$ cat src/core/umh_pkg.sv
// package: register map, field positions and carrier types of the modem handshake block
package umh_pkg;

   // register byte offsets
   localparam logic [3:0] UMH_OFS_MCTL = 4'h0;
   localparam logic [3:0] UMH_OFS_MSTS = 4'h4;
   localparam int         UMH_AW       = 4;

   // modem control fields
   localparam int UMH_MCTL_TRDY  = 0;
   localparam int UMH_MCTL_RSEND = 1;
   localparam int UMH_MCTL_W     = 2;
   localparam logic [1:0] UMH_MCTL_RST = 2'h0;

   // modem status fields
   localparam int UMH_MSTS_DCTS  = 0;
   localparam int UMH_MSTS_DDSR  = 1;
   localparam int UMH_MSTS_TERI  = 2;
   localparam int UMH_MSTS_DDCD  = 3;
   localparam int UMH_MSTS_CTS   = 4;
   localparam int UMH_MSTS_DSR   = 5;
   localparam int UMH_MSTS_RING  = 6;
   localparam int UMH_MSTS_DCD   = 7;
   localparam logic [3:0] UMH_DELTA_RST = 4'h0;

   // idle level of the active-low modem pins
   localparam logic [3:0] UMH_PIN_IDLE = 4'hF;

   // axi responses
   localparam logic [1:0] UMH_RESP_OKAY   = 2'h0;
   localparam logic [1:0] UMH_RESP_SLVERR = 2'h2;

   // cycles of settling after reset before the status tracks the pins
   localparam logic [1:0] UMH_LIVE_CNT = 2'h3;

   // modem inputs, ordered as status bits 7..4
   typedef struct packed {
      logic dcd;
      logic ring;
      logic dsr;
      logic cts;
   } umh_modem_t;

endpackage

$ cat src/core/umh_sync2.sv
// two flip-flop synchroniser, one stage pair per bit
`timescale 1ns/10ps
`default_nettype none
module umh_sync2 #(
   parameter int         WIDTH   = 4,
   parameter logic [3:0] RST_VAL = 4'hF
) (
   input  wire logic             i_ref_clk,
   input  wire logic             i_resetn,
   input  wire logic [WIDTH-1:0] i_d,
   output var  logic [WIDTH-1:0] o_q
);

   genvar g;
   generate
      for (g = 0; g < WIDTH; g++) begin : g_bit
         logic meta_r;
         always_ff @(posedge i_ref_clk) begin
            if (!i_resetn) begin
               meta_r <= RST_VAL[g];
               o_q[g] <= RST_VAL[g];
            end else begin
               meta_r <= i_d[g];
               o_q[g] <= meta_r;
            end
         end
      end
   endgenerate

endmodule
`default_nettype wire

$ cat src/core/umh_top.sv
// modem handshake pins of the uart with axi4-lite register access
`timescale 1ns/10ps
`default_nettype none
module umh_top
   import umh_pkg::*;
(
   input  wire logic             i_ref_clk,
   input  wire logic             i_resetn,
   // axi4-lite slave
   input  wire logic [31:0]      s_axi_awaddr,
   input  wire logic             s_axi_awvalid,
   output var  logic             s_axi_awready,
   input  wire logic [31:0]      s_axi_wdata,
   input  wire logic [3:0]       s_axi_wstrb,
   input  wire logic             s_axi_wvalid,
   output var  logic             s_axi_wready,
   output var  logic [1:0]       s_axi_bresp,
   output var  logic             s_axi_bvalid,
   input  wire logic             s_axi_bready,
   input  wire logic [31:0]      s_axi_araddr,
   input  wire logic             s_axi_arvalid,
   output var  logic             s_axi_arready,
   output var  logic [31:0]      s_axi_rdata,
   output var  logic [1:0]       s_axi_rresp,
   output var  logic             s_axi_rvalid,
   input  wire logic             s_axi_rready,
   // modem pins, active low
   input  wire umh_modem_t       i_modem_n,
   output var  logic             o_term_rdy_n,
   output var  logic             o_req_send_n
);

   // ---------------- modem inputs ----------------
   umh_modem_t                   sync_n;
   umh_modem_t                   asrt;
   umh_modem_t                   asrt_prev_r;
   logic [3:0]                   delta_r;
   logic [3:0]                   delta_evt;
   logic [3:0]                   delta_clr;
   logic [7:0]                   msts;

   umh_sync2 #(
      .WIDTH   (4),
      .RST_VAL (UMH_PIN_IDLE)
   ) u_sync (
      .i_ref_clk (i_ref_clk),
      .i_resetn  (i_resetn),
      .i_d       (i_modem_n),
      .o_q       (sync_n)
   );

   assign asrt = ~sync_n;

   always_ff @(posedge i_ref_clk) begin
      if (!i_resetn) begin
         asrt_prev_r <= ~UMH_PIN_IDLE;
      end else begin
         asrt_prev_r <= asrt;
      end
   end

   // change flags; ring flag on trailing edge only
   assign delta_evt[UMH_MSTS_DCTS] = asrt.cts ^ asrt_prev_r.cts;
   assign delta_evt[UMH_MSTS_DDSR] = asrt.dsr ^ asrt_prev_r.dsr;
   assign delta_evt[UMH_MSTS_TERI] = asrt_prev_r.ring & ~asrt.ring;
   assign delta_evt[UMH_MSTS_DDCD] = asrt.dcd ^ asrt_prev_r.dcd;

   // sticky flags; a new event wins over the clear of a read
   always_ff @(posedge i_ref_clk) begin
      if (!i_resetn) begin
         delta_r <= UMH_DELTA_RST;
      end else begin
         delta_r <= (delta_r & ~delta_clr) | delta_evt;
      end
   end

   assign msts = {asrt.dcd, asrt.ring, asrt.dsr, asrt.cts, delta_r};

   // ---------------- modem control ----------------
   logic [UMH_MCTL_W-1:0]        mctl_r;
   logic                         wr_fire;
   logic                         wr_hit;
   logic [UMH_AW-1:0]            awaddr_r;
   logic [31:0]                  wdata_r;
   logic [3:0]                   wstrb_r;

   assign wr_hit = wr_fire && (awaddr_r == UMH_OFS_MCTL);

   always_ff @(posedge i_ref_clk) begin
      if (!i_resetn) begin
         mctl_r <= UMH_MCTL_RST;
      end else if (wr_hit && wstrb_r[0]) begin
         mctl_r <= wdata_r[UMH_MCTL_W-1:0];
      end
   end

   // pins asserted low when the control bit is set
   always_ff @(posedge i_ref_clk) begin
      if (!i_resetn) begin
         o_term_rdy_n <= 1'b1;
         o_req_send_n <= 1'b1;
      end else begin
         o_term_rdy_n <= ~mctl_r[UMH_MCTL_TRDY];
         o_req_send_n <= ~mctl_r[UMH_MCTL_RSEND];
      end
   end

   // ---------------- axi write channel ----------------
   logic                         aw_held_r;
   logic                         w_held_r;
   logic                         aw_held_nxt;
   logic                         w_held_nxt;
   logic                         aw_fire;
   logic                         w_fire;

   assign aw_fire = s_axi_awvalid && s_axi_awready;
   assign w_fire  = s_axi_wvalid && s_axi_wready;
   assign wr_fire = aw_held_r && w_held_r && !s_axi_bvalid;

   always_comb begin
      aw_held_nxt = aw_held_r;
      w_held_nxt  = w_held_r;
      if (wr_fire) begin
         aw_held_nxt = 1'b0;
         w_held_nxt  = 1'b0;
      end
      if (aw_fire) begin
         aw_held_nxt = 1'b1;
      end
      if (w_fire) begin
         w_held_nxt = 1'b1;
      end
   end

   always_ff @(posedge i_ref_clk) begin
      if (!i_resetn) begin
         aw_held_r     <= 1'b0;
         w_held_r      <= 1'b0;
         s_axi_awready <= 1'b0;
         s_axi_wready  <= 1'b0;
      end else begin
         aw_held_r     <= aw_held_nxt;
         w_held_r      <= w_held_nxt;
         s_axi_awready <= !aw_held_nxt;
         s_axi_wready  <= !w_held_nxt;
      end
   end

   always_ff @(posedge i_ref_clk) begin
      if (!i_resetn) begin
         awaddr_r <= '0;
         wdata_r  <= '0;
         wstrb_r  <= '0;
      end else begin
         if (aw_fire) begin
            awaddr_r <= s_axi_awaddr[UMH_AW-1:0];
         end
         if (w_fire) begin
            wdata_r <= s_axi_wdata;
            wstrb_r <= s_axi_wstrb;
         end
      end
   end

   // status register is read only; a write there is accepted and dropped
   always_ff @(posedge i_ref_clk) begin
      if (!i_resetn) begin
         s_axi_bvalid <= 1'b0;
         s_axi_bresp  <= UMH_RESP_OKAY;
      end else if (wr_fire) begin
         s_axi_bvalid <= 1'b1;
         s_axi_bresp  <= (wr_hit || awaddr_r == UMH_OFS_MSTS) ? UMH_RESP_OKAY : UMH_RESP_SLVERR;
      end else if (s_axi_bready) begin
         s_axi_bvalid <= 1'b0;
      end
   end

   // ---------------- axi read channel ----------------
   logic                         ar_fire;
   logic                         rvalid_nxt;
   logic [UMH_AW-1:0]            rd_addr;

   assign ar_fire    = s_axi_arvalid && s_axi_arready;
   assign rvalid_nxt = ar_fire || (s_axi_rvalid && !s_axi_rready);
   assign rd_addr    = s_axi_araddr[UMH_AW-1:0];
   assign delta_clr  = (ar_fire && rd_addr == UMH_OFS_MSTS) ? 4'hF : 4'h0;

   always_ff @(posedge i_ref_clk) begin
      if (!i_resetn) begin
         s_axi_arready <= 1'b0;
         s_axi_rvalid  <= 1'b0;
      end else begin
         s_axi_arready <= !rvalid_nxt;
         s_axi_rvalid  <= rvalid_nxt;
      end
   end

   always_ff @(posedge i_ref_clk) begin
      if (!i_resetn) begin
         s_axi_rdata <= '0;
         s_axi_rresp <= UMH_RESP_OKAY;
      end else if (ar_fire) begin
         case (rd_addr)
            UMH_OFS_MCTL: begin
               s_axi_rdata <= {30'h0, mctl_r};
               s_axi_rresp <= UMH_RESP_OKAY;
            end
            UMH_OFS_MSTS: begin
               s_axi_rdata <= {24'h0, msts};
               s_axi_rresp <= UMH_RESP_OKAY;
            end
            default: begin
               s_axi_rdata <= '0;
               s_axi_rresp <= UMH_RESP_SLVERR;
            end
         endcase
      end
   end

   // ---------------- checks ----------------
   logic [1:0]                   live_r;

   always_ff @(posedge i_ref_clk) begin
      if (!i_resetn) begin
         live_r <= '0;
      end else if (live_r != UMH_LIVE_CNT) begin
         live_r <= live_r + 2'h1;
      end
   end

   AST_CTS_BIT: assert property (@(posedge i_ref_clk) disable iff (!i_resetn)
      (live_r == UMH_LIVE_CNT) |-> msts[UMH_MSTS_CTS] == !$past(i_modem_n.cts, 2))
      else $error("cts status bit does not follow pin");

   AST_DSR_BIT: assert property (@(posedge i_ref_clk) disable iff (!i_resetn)
      (live_r == UMH_LIVE_CNT) && !i_modem_n.dsr |-> ##2 msts[UMH_MSTS_DSR])
      else $error("dsr status bit not set two cycles after pin low");

   AST_DSR_CLR: assert property (@(posedge i_ref_clk) disable iff (!i_resetn)
      (live_r == UMH_LIVE_CNT) && i_modem_n.dsr |-> ##2 !msts[UMH_MSTS_DSR])
      else $error("dsr status bit not clear two cycles after pin high");

   AST_RING_BIT: assert property (@(posedge i_ref_clk) disable iff (!i_resetn)
      (live_r == UMH_LIVE_CNT) && i_modem_n.ring |-> ##2 !msts[UMH_MSTS_RING])
      else $error("ring status bit not clear two cycles after pin high");

   AST_RING_SET: assert property (@(posedge i_ref_clk) disable iff (!i_resetn)
      (live_r == UMH_LIVE_CNT) && !i_modem_n.ring |-> ##2 msts[UMH_MSTS_RING])
      else $error("ring status bit not set two cycles after pin low");

   AST_DCD_BIT: assert property (@(posedge i_ref_clk) disable iff (!i_resetn)
      $fell(i_modem_n.dcd) && (live_r == UMH_LIVE_CNT) |-> ##1 !msts[UMH_MSTS_DCD] ##1 msts[UMH_MSTS_DCD])
      else $error("dcd status bit timing wrong");

   AST_DCD_CLR: assert property (@(posedge i_ref_clk) disable iff (!i_resetn)
      (live_r == UMH_LIVE_CNT) && i_modem_n.dcd |-> ##2 !msts[UMH_MSTS_DCD])
      else $error("dcd status bit not clear two cycles after pin high");

   AST_STS_READ: assert property (@(posedge i_ref_clk) disable iff (!i_resetn)
      (live_r == UMH_LIVE_CNT) && ar_fire && rd_addr == UMH_OFS_MSTS
      |=> s_axi_rdata[UMH_MSTS_DCD:UMH_MSTS_CTS] == ~$past(i_modem_n, 3))
      else $error("status read does not show asserted pins");

   AST_TRDY_PIN: assert property (@(posedge i_ref_clk) disable iff (!i_resetn)
      (live_r != 2'h0) |-> o_term_rdy_n == !$past(mctl_r[UMH_MCTL_TRDY]))
      else $error("terminal ready pin does not follow control bit 0");

   AST_RSEND_PIN: assert property (@(posedge i_ref_clk) disable iff (!i_resetn)
      wr_hit && wstrb_r[0] |-> ##2 o_req_send_n == !$past(wdata_r[UMH_MCTL_RSEND], 2))
      else $error("request to send pin does not follow written bit 1");

   AST_CTL_READ: assert property (@(posedge i_ref_clk) disable iff (!i_resetn)
      ar_fire && rd_addr == UMH_OFS_MCTL |=> s_axi_rdata[UMH_MCTL_W-1:0] == ~{o_req_send_n, o_term_rdy_n})
      else $error("control read does not match the modem output pins");

   AST_PINS_RESET: assert property (@(posedge i_ref_clk)
      !i_resetn |=> o_term_rdy_n && o_req_send_n)
      else $error("modem output pins not deasserted after reset");

   AST_SYNC_DEPTH: assert property (@(posedge i_ref_clk) disable iff (!i_resetn)
      (live_r == UMH_LIVE_CNT) && $changed(sync_n) |-> sync_n == $past(i_modem_n, 2))
      else $error("synchroniser output not two stages behind pin");

   COV_WRITE_CTRL: cover property (@(posedge i_ref_clk) disable iff (!i_resetn)
      wr_hit ##2 !o_term_rdy_n && !o_req_send_n);

   COV_READ_STS: cover property (@(posedge i_ref_clk) disable iff (!i_resetn)
      ar_fire && rd_addr == UMH_OFS_MSTS && delta_r != 4'h0);

   COV_RING_TRAIL: cover property (@(posedge i_ref_clk) disable iff (!i_resetn)
      delta_evt[UMH_MSTS_TERI]);

   COV_SET_CLR: cover property (@(posedge i_ref_clk) disable iff (!i_resetn)
      |(delta_evt & delta_clr));

endmodule
`default_nettype wire

$ cat config.mk
export PLATFORM = sky130hd
export DESIGN_NAME = umh_top
export DESIGN_NICKNAME = d
export VERILOG_FILES = /design/src/core/umh_pkg.sv /design/src/core/umh_sync2.sv /design/src/core/umh_top.sv
export SDC_FILE = /design/constraint.sdc
export NUM_CORES = 1
export LEC_CHECK = 0
export ABC_AREA = 1
export ABC_CLOCK_PERIOD_IN_PS = 1100
export BUFFER_PORTS_ARGS = -buffer_cell sky130_fd_sc_hd__buf_2
export CAP_MARGIN = 15
export CORE_MARGIN = 5
export CORE_UTILIZATION = 37
export DETAILED_ROUTE_END_ITERATION = 12
export PLACE_DENSITY = 0.83
export SYNTH_ARGS = -nofsm -noshare
export SYNTH_HDL_FRONTEND = slang
export SYNTH_SLANG_ARGS = --single-unit
$ cat constraint.sdc
create_clock -name i_ref_clk -period 1.1 [get_ports i_ref_clk]
set_input_delay 0.11 -clock i_ref_clk [delete_from_list [all_inputs] [get_ports i_ref_clk]]
set_output_delay 0.11 -clock i_ref_clk [all_outputs]
set_load 0.05 [all_outputs]
==> results.py, run 1 <==
metrics = {
    "final_layout": {
        "n_antenna_cell": 0,
        "finalInstanceArea_mm2": 0.00201,
        "layout-drive-gt1-share_pct": 25.8,
        "syn_to_final_growth_pct": 16.6,
        "fillers": 450,
        "fin_nets": 358,
        "seq_area_um2": 886,
        "multi_input_area_um2": 667,
    },
    "clock_tree": {
        "clkLatencyLatePin_ns": 0.29,
        "cts_resized": 0,
        "clkSinkCount": 44,
        "post_cts_buffers": 0,
        "max-clock-path-buffers": 2,
        "cts_buffers": 5,
        "cts_tree": "yes",
        "htreeDepth": 2,
        "ctsHoldBuffers": 4,
        "clk_pin_slew_worst_paths_ns": 0.08,
        "cts-root-buf": "clkbuf_8",
    },
    "detailed_routing": {
        "firstDrtPassIters": 4,
        "dr.first_iter.drc_count": 72,
        "detail-route-antenna-nets": 0,
        "finalWirelength_mm": 2.98,
        "wl_per_cell_um": 9.94,
        "routed-via-count": 1266,
        "vias_per_cell": 4.22,
        "drc_errors": 0,
    },
    "job": {
        "cap_violations": 0,
    },
    "yosys": {
        "synth_cells": 201,
        "synthArstFlopShare_pct": 0,
        "synth-seq-area-share_pct": 51.1,
        "ys_seq_elements": 44,
        "synth.avg_cell_area_um2": 8.57,
        "synthMostInstantiatedCell": "dfxtp_1",
        "synth_common_cells": "44 x dfxtp_1, 29 x nand2_1, 28 x nor2_1",
        "yosysWarnings": 0,
        "yosysTopAreaCell": "dfxtp_1",
        "ys.flop_type": "dfxtp_1",
        "synth_edf_count": 0,
        "yosysUniqueCellTypes": 26,
        "synth_area_leaders": "dfxtp_1 51%, buf_4 12%, nand2_1 6.3%, nor2_1 6.1%, a21oi_1 3.8%",
        "synth_area_mm2": 0.00172,
        "synth.top_cell.area_share_pct": 51.1,
    },
    "pwr": {
        "powerDensity_mw_per_mm2": 1590,
        "total_power_w": 0.00320,
        "p_leak_nw": 0.948,
        "vdd_ir_drop_max_mv": 0.957,
    },
    "setup_path": {
        "worstSetupEndpointType": "output pin",
        "worstPathCellList": "buf_2",
        "crit_slowest_cell": "dfxtp_2",
        "path_delay_family": "flip-flops",
        "crit_fanout": 2,
        "r2r_slack_ns": 0.11,
        "crit_path_start_kind": "flip-flop",
        "r2r-start": "s_axi_bvalid$_SDFFE_PN0P_",
        "cp-endpoint": "s_axi_arready",
        "cp_num_buf_inv": 1,
        "cp.depth": 1,
        "critical_path.startpoint": "s_axi_arready$_SDFF_PN0_",
        "cp.arrival_ns": 0.90,
        "r2r_end": "mctl_r[0]$_SDFFE_PN0P_",
        "required_ns": 0.99,
        "worstSetupPathType": "reg -> out",
        "rr_worst_depth": 5,
        "slowest_delay_ns": 0.35,
    },
    "grt": {
        "grt_util_all_layers_pct": 10.5,
        "grt_max_degree": 21,
        "antenna_found_initial": 0,
        "grt_overflow_total": 0,
        "grt_pass1_vias": 1197,
        "grt_pass1_wl_mm": 5.18,
    },
    "timing": {
        "finalHoldViolations": 0,
        "finalSetupTns_ns": 0,
        "rsz0062_at_grt": "no",
        "slew_violations": 0,
        "min_period_over_period_pct": 92.0,
        "finClkSkew_ns": 0.00850,
        "max_freq_mhz": 989,
        "hold_slack_ns": 0.0798,
        "period_minus_slack_ns": 1.01,
        "setup_viol_count_final": 0,
    },
    "die": {
        "die_h_um": 78.2,
        "num_rows": 24,
        "ios": 154,
        "coreArea_mm2": 0.00444,
        "die_w_um": 78.2,
        "initial_utilization_pct": 38.8,
        "die_area_mm2": 0.00612,
    },
    "placed_design": {
        "portBuffers": 38,
        "placed_cell_area_mm2": 0.00188,
        "place_congestion": 0.728,
        "hpwl_mm": 2.28,
    },
    "worst_hold_path": {
        "hold_class": "in -> reg",
    },
    "outcome": {
        "status": "completed",
    },
}
-- flip-flops by register name, indices dropped and copies added (netlist names) --
register and flops:
mctl_r 2, s_axi_arready 1, delta_r 4, o_req_send_n 1
u_sync.g_bit.meta_r 4, s_axi_wready 1, wdata_r 2, s_axi_rvalid 1
s_axi_bvalid 1, s_axi_rresp 1, s_axi_bresp 1, u_sync.o_q 4
w_held_r 1, o_term_rdy_n 1, awaddr_r 4, s_axi_rdata 8
asrt_prev_r 4, aw_held_r 1, s_axi_awready 1, wstrb_r 1
-- cells in the final DEF, fill, tap and decap left out, drive strengths merged --
cell type	count
nand3b	2
clkinv	1
conb	26
inv	12
xor2	3
o21ai	9
or2	8
dlygate4sd3	4
clkinvlp	1
clkbuf	7
nand3	10
dfxtp	44
nand2	32
a21oi	15
and2	2
nor2	30
buf	40
nor3	2
-- worst min path at each step --
| stage | from | endpoint | slack [ns] | depth (start not counted) |
|---|---|---|---|---|
| after floorplan | i_modem_n[0] | u_sync.g_bit[0].meta_r$_SDFF_PN1_ | 0.21 | 1 |
| after global placement | i_modem_n[3] | u_sync.g_bit[3].meta_r$_SDFF_PN1_ | 0.29 | 2 |
| after detailed placement | i_modem_n[2] | u_sync.g_bit[2].meta_r$_SDFF_PN1_ | 0.29 | 2 |
| after CTS | s_axi_awaddr[0] | awaddr_r[0]$_SDFFE_PN0P_ | 0.07 | 3 |
| after global routing | s_axi_awaddr[3] | awaddr_r[3]$_SDFFE_PN0P_ | 0.09 | 3 |
| final | s_axi_awaddr[0] | awaddr_r[0]$_SDFFE_PN0P_ | 0.08 | 3 |
-- cells by family (layout without fill, tap and decap cells) --
logic type,count (synthesis),after routing,share of synthesized area (%)
simple gates,86,86,24.1
other cells,1,26,0.218
xor+xnor,3,3,1.53
compound gates,24,24,7.41
buf+inv,43,65,15.6
flops,44,44,51.1
-- report_power, final --
group | total, W | switching [W] | leakage (nW) | internal [W]
Combinational | 0.000491 | 0.000382 | 0.543 | 0.000108
Sequential | 0.00170 | 0.0000325 | 0.361 | 0.00166
Clock | 0.00101 | 0.000500 | 0.0445 | 0.000510
-- layout make-up --
type	count	area share, %
inverters	13	2.62
flip-flops and latches	44	44.1
clock buffers	7	4.30
repair buffers	44	12.2
clock inverters	1	0.374
well taps	52	3.24
multi-input cells	139	33.2
-- routing by layer --
metal  track usage, %  vias to the layer above  routed length, um
met4             3.15                        0                 32
met2             16.5                       48               1290
met5                0                        -                  0
met1             13.2                      549               1360
met3             4.23                        4                297
li1                 -                      665                  -
-- stage by stage --
| stage | utilization [%] | std cells | setup slack [ns] |
|---|---|---|---|
| 2_1_floorplan | - | 226 | 0.00312 |
| 3_3_place_gp | 42.2 | 288 | 0.145 |
| 3_5_place_dp | 42.2 | 288 | 0.133 |
| 4_1_cts | 45.2 | 300 | 0.0685 |
| 5_1_grt | 45.2 | 300 | 0.0149 |
| 6_report | 45.2 | 300 | 0.0884 |
Note: power is estimated with default switching activity, not from simulation.
==> inputs of run 2 (changes only) <==
--- a/config.mk
+++ b/config.mk
@@ -5,7 +5,7 @@
 export SDC_FILE = /design/constraint.sdc
 export NUM_CORES = 1
 export LEC_CHECK = 0
-export ABC_AREA = 1
+export ABC_AREA = 0
 export ABC_CLOCK_PERIOD_IN_PS = 1100
 export BUFFER_PORTS_ARGS = -buffer_cell sky130_fd_sc_hd__buf_2
 export CAP_MARGIN = 15
==> run 2 against run 1 <==
Compared with the run above: register-to-register slack got worse by 0.02 ns; design area rose by 5.2%; non-clock buffer count rose by 1; largest cell class unchanged; critical path depth did not move; highest routed layer unchanged; first-iteration DRC count fell by 29%; fmax fell by 3.5%; critical path type unchanged; sequential share of layout area fell by 2.1 points.
==> results.py, run 2 <==
metrics = {
    "setup_path": {
        "r2r_end": "mctl_r[0]$_SDFFE_PN0P_",
        "worstSetupEndpointType": "output pin",
        "r2r_slack_ns": 0.09,
        "cp.depth": 1,
        "worstSetupPathType": "reg -> out",
        "crit_slowest_cell": "dfxtp_2",
        "crit_path_start_kind": "flip-flop",
        "worstPathCellList": "buf_2",
        "cp.arrival_ns": 0.94,
        "slowest_delay_ns": 0.37,
        "crit_fanout": 5,
        "r2r-start": "s_axi_bvalid$_SDFFE_PN0P_",
        "path_delay_family": "flip-flops",
        "required_ns": 0.99,
        "cp_num_buf_inv": 1,
        "rr_worst_depth": 3,
    },
    "timing": {
        "finClkSkew_ns": 0.00455,
        "period_minus_slack_ns": 1.05,
        "max_freq_mhz": 954,
        "slew_violations": 0,
        "finalHoldViolations": 0,
        "min_period_over_period_pct": 95.3,
        "setup_viol_count_final": 0,
        "finalSetupTns_ns": 0,
        "rsz0062_at_grt": "no",
    },
    "detailed_routing": {
        "firstDrtPassIters": 4,
        "dr.first_iter.drc_count": 51,
        "vias_per_cell": 4.41,
        "wl_per_cell_um": 10.7,
        "finalWirelength_mm": 3.00,
        "detail-route-antenna-nets": 0,
        "routed-via-count": 1239,
        "drc_errors": 0,
    },
    "grt": {
        "grt_util_all_layers_pct": 10.4,
        "grt_pass1_vias": 1200,
        "grt_overflow_total": 0,
        "grt_max_degree": 28,
        "antenna_found_initial": 0,
        "grt_pass1_wl_mm": 5.09,
    },
    "clock_tree": {
        "cts_tree": "yes",
        "clkSinkCount": 44,
        "max-clock-path-buffers": 2,
        "cts_buffers": 5,
        "clk_pin_slew_worst_paths_ns": 0.07,
        "post_cts_buffers": 0,
        "cts-root-buf": "clkbuf_8",
        "clkLatencyLatePin_ns": 0.29,
        "htreeDepth": 2,
    },
    "pwr": {
        "p_leak_nw": 0.970,
        "vdd_ir_drop_max_mv": 0.595,
        "powerDensity_mw_per_mm2": 1650,
    },
    "final_layout": {
        "layout_common_cells": "40 x dfxtp_1, 37 x buf_2, 26 x conb_1, 23 x nand2_1, 13 x nor2b_1",
        "syn_to_final_growth_pct": 19.2,
        "largest_reg_flops": 8,
        "n_antenna_cell": 0,
        "regMostFlops": "s_axi_rdata",
        "final_common_cell": "dfxtp_1",
        "layout-drive-gt1-share_pct": 27.3,
        "fin_nets": 337,
        "fin_util_pct": 45.1,
    },
    "yosys": {
        "synth_cells": 181,
        "synth_area_leaders": "dfxtp_1 50%, buf_4 11%, nand2_1 4.9%, nor2b_1 4.6%, nand2b_1 3.9%",
        "synthArstFlopShare_pct": 0,
        "synth-seq-area-share_pct": 49.6,
        "synthMostInstantiatedCell": "dfxtp_1",
        "synth.mux.area_fraction_pct": 2.26,
        "synth_common_cells": "44 x dfxtp_1, 26 x buf_4, 23 x nand2_1",
        "yosysTopAreaCell": "dfxtp_1",
        "synth_compound_area_share_pct": 11.3,
        "ys_seq_elements": 44,
        "synth_area_mm2": 0.00177,
        "synth_top_family_by_area": "simple AND/OR/NAND/NOR gates",
        "yosysUniqueCellTypes": 26,
        "synthAdderAreaFrac_pct": 0,
        "synth.avg_cell_area_um2": 9.80,
        "yosysWarnings": 0,
        "synth_xor_area_share_pct": 1.48,
        "synth.top_cell.area_share_pct": 49.6,
        "yosys.area_share.simple_pct": 21.7,
        "ys.flop_type": "dfxtp_1",
        "synth_edf_count": 0,
    },
    "die": {
        "num_rows": 25,
        "initial_utilization_pct": 37.8,
        "die_area_mm2": 0.00628,
        "die_h_um": 79.2,
        "ios": 154,
        "coreArea_mm2": 0.00469,
        "die_w_um": 79.2,
    },
    "worst_hold_path": {
        "holdPathStages": 3,
        "hold_class": "in -> reg",
        "whs_endpoint": "awaddr_r[1]$_SDFFE_PN0P_",
        "holdCritStartpoint": "s_axi_awaddr[1]",
    },
    "placed_design": {
        "hpwl_mm": 2.27,
        "place_congestion": 0.715,
        "portBuffers": 38,
    },
    "job": {
        "cap_violations": 0,
    },
    "outcome": {
        "status": "completed",
    },
}
## run 2: changes by cell type after synthesis, sizes merged, moves of 4 or more
cell | before | now
nor2 | 30 | 0
nor2b | 0 | 13
a21oi | 15 | 0
inv | 12 | 4
mux2i | 0 | 4
a21boi | 0 | 10
nand2b | 0 | 11
nand2 | 32 | 23
or2 | 8 | 0
a32oi | 0 | 6
## run 2: cell type report
| type | count | area [um^2] |
|---|---|---|
| clock inverter | 1 | 30.0 |
| inverter | 4 | 15.0 |
| tap | 54 | 67.6 |
| clock buffer | 7 | 96.3 |
| multi-input combinational | 126 | 749 |
| timing repair buffer | 45 | 268 |
| fill | 440 | 2580 |
| sequential | 44 | 888 |
## run 2: power breakdown
group,internal [W],switching (W),leakage [nW]
Combinational,0.000127,0.000361,0.544
Clock,0.000801,0.000509,0.0645
Sequential,0.00166,0.0000393,0.361
## run 2: how the worst max path moves through the flow
stage | startpoint | end
after CTS | s_axi_awready$_SDFF_PN0_ | s_axi_awready
after global routing | s_axi_wready$_SDFF_PN0_ | s_axi_wready
after global placement | s_axi_bvalid$_SDFFE_PN0P_ | mctl_r[1]$_SDFFE_PN0P_
after floorplan | s_axi_bvalid$_SDFFE_PN0P_ | mctl_r[0]$_SDFFE_PN0P_
after detailed placement | s_axi_bvalid$_SDFFE_PN0P_ | mctl_r[0]$_SDFFE_PN0P_
final | s_axi_wready$_SDFF_PN0_ | s_axi_wready
## run 2: metal layers
layer  vias up  track usage (%)  wire length, um
met5         -                0                0
met4         0             5.67               77
met3         9             4.08              230
met2        43             17.3             1400
met1       547             11.2             1290
li1        640                -                -
## run 2: cell families (layout without fill, tap and decap cells)
logic type / count (synthesis) / after routing
AO/OA/AOI/OAI: 25 / 25
other: 1 / 26
flip-flops: 44 / 44
AND/OR/NAND/NOR: 68 / 68
XOR/XNOR: 3 / 3
multiplexers: 4 / 4
buffers and inverters: 36 / 57
## run 2: timing repair
item                       4_1_cts  5_1_grt
hold buffers                     4        0
setup endpoints to repair        0        2
hold endpoints to repair         4        0
resized for setup                0        2
## run 2: through the flow
| stage | power (W) | instance area (um^2) | instances | hold WS, ns | worst slack, ns |
|---|---|---|---|---|---|
| global placement | 0.00220 | 1950 | 269 | 0.292 | 0.0997 |
| CTS | 0.00353 | 2110 | 281 | 0.0525 | 0.0387 |
| floorplan | 0.00218 | 1880 | 206 | 0.211 | 0.00188 |
| detailed placement | 0.00221 | 1950 | 269 | 0.293 | 0.0917 |
| global route | 0.00365 | 2110 | 281 | 0.0565 | 0.00731 |
| finish | 0.00349 | 2110 | 281 | 0.0608 | 0.0519 |
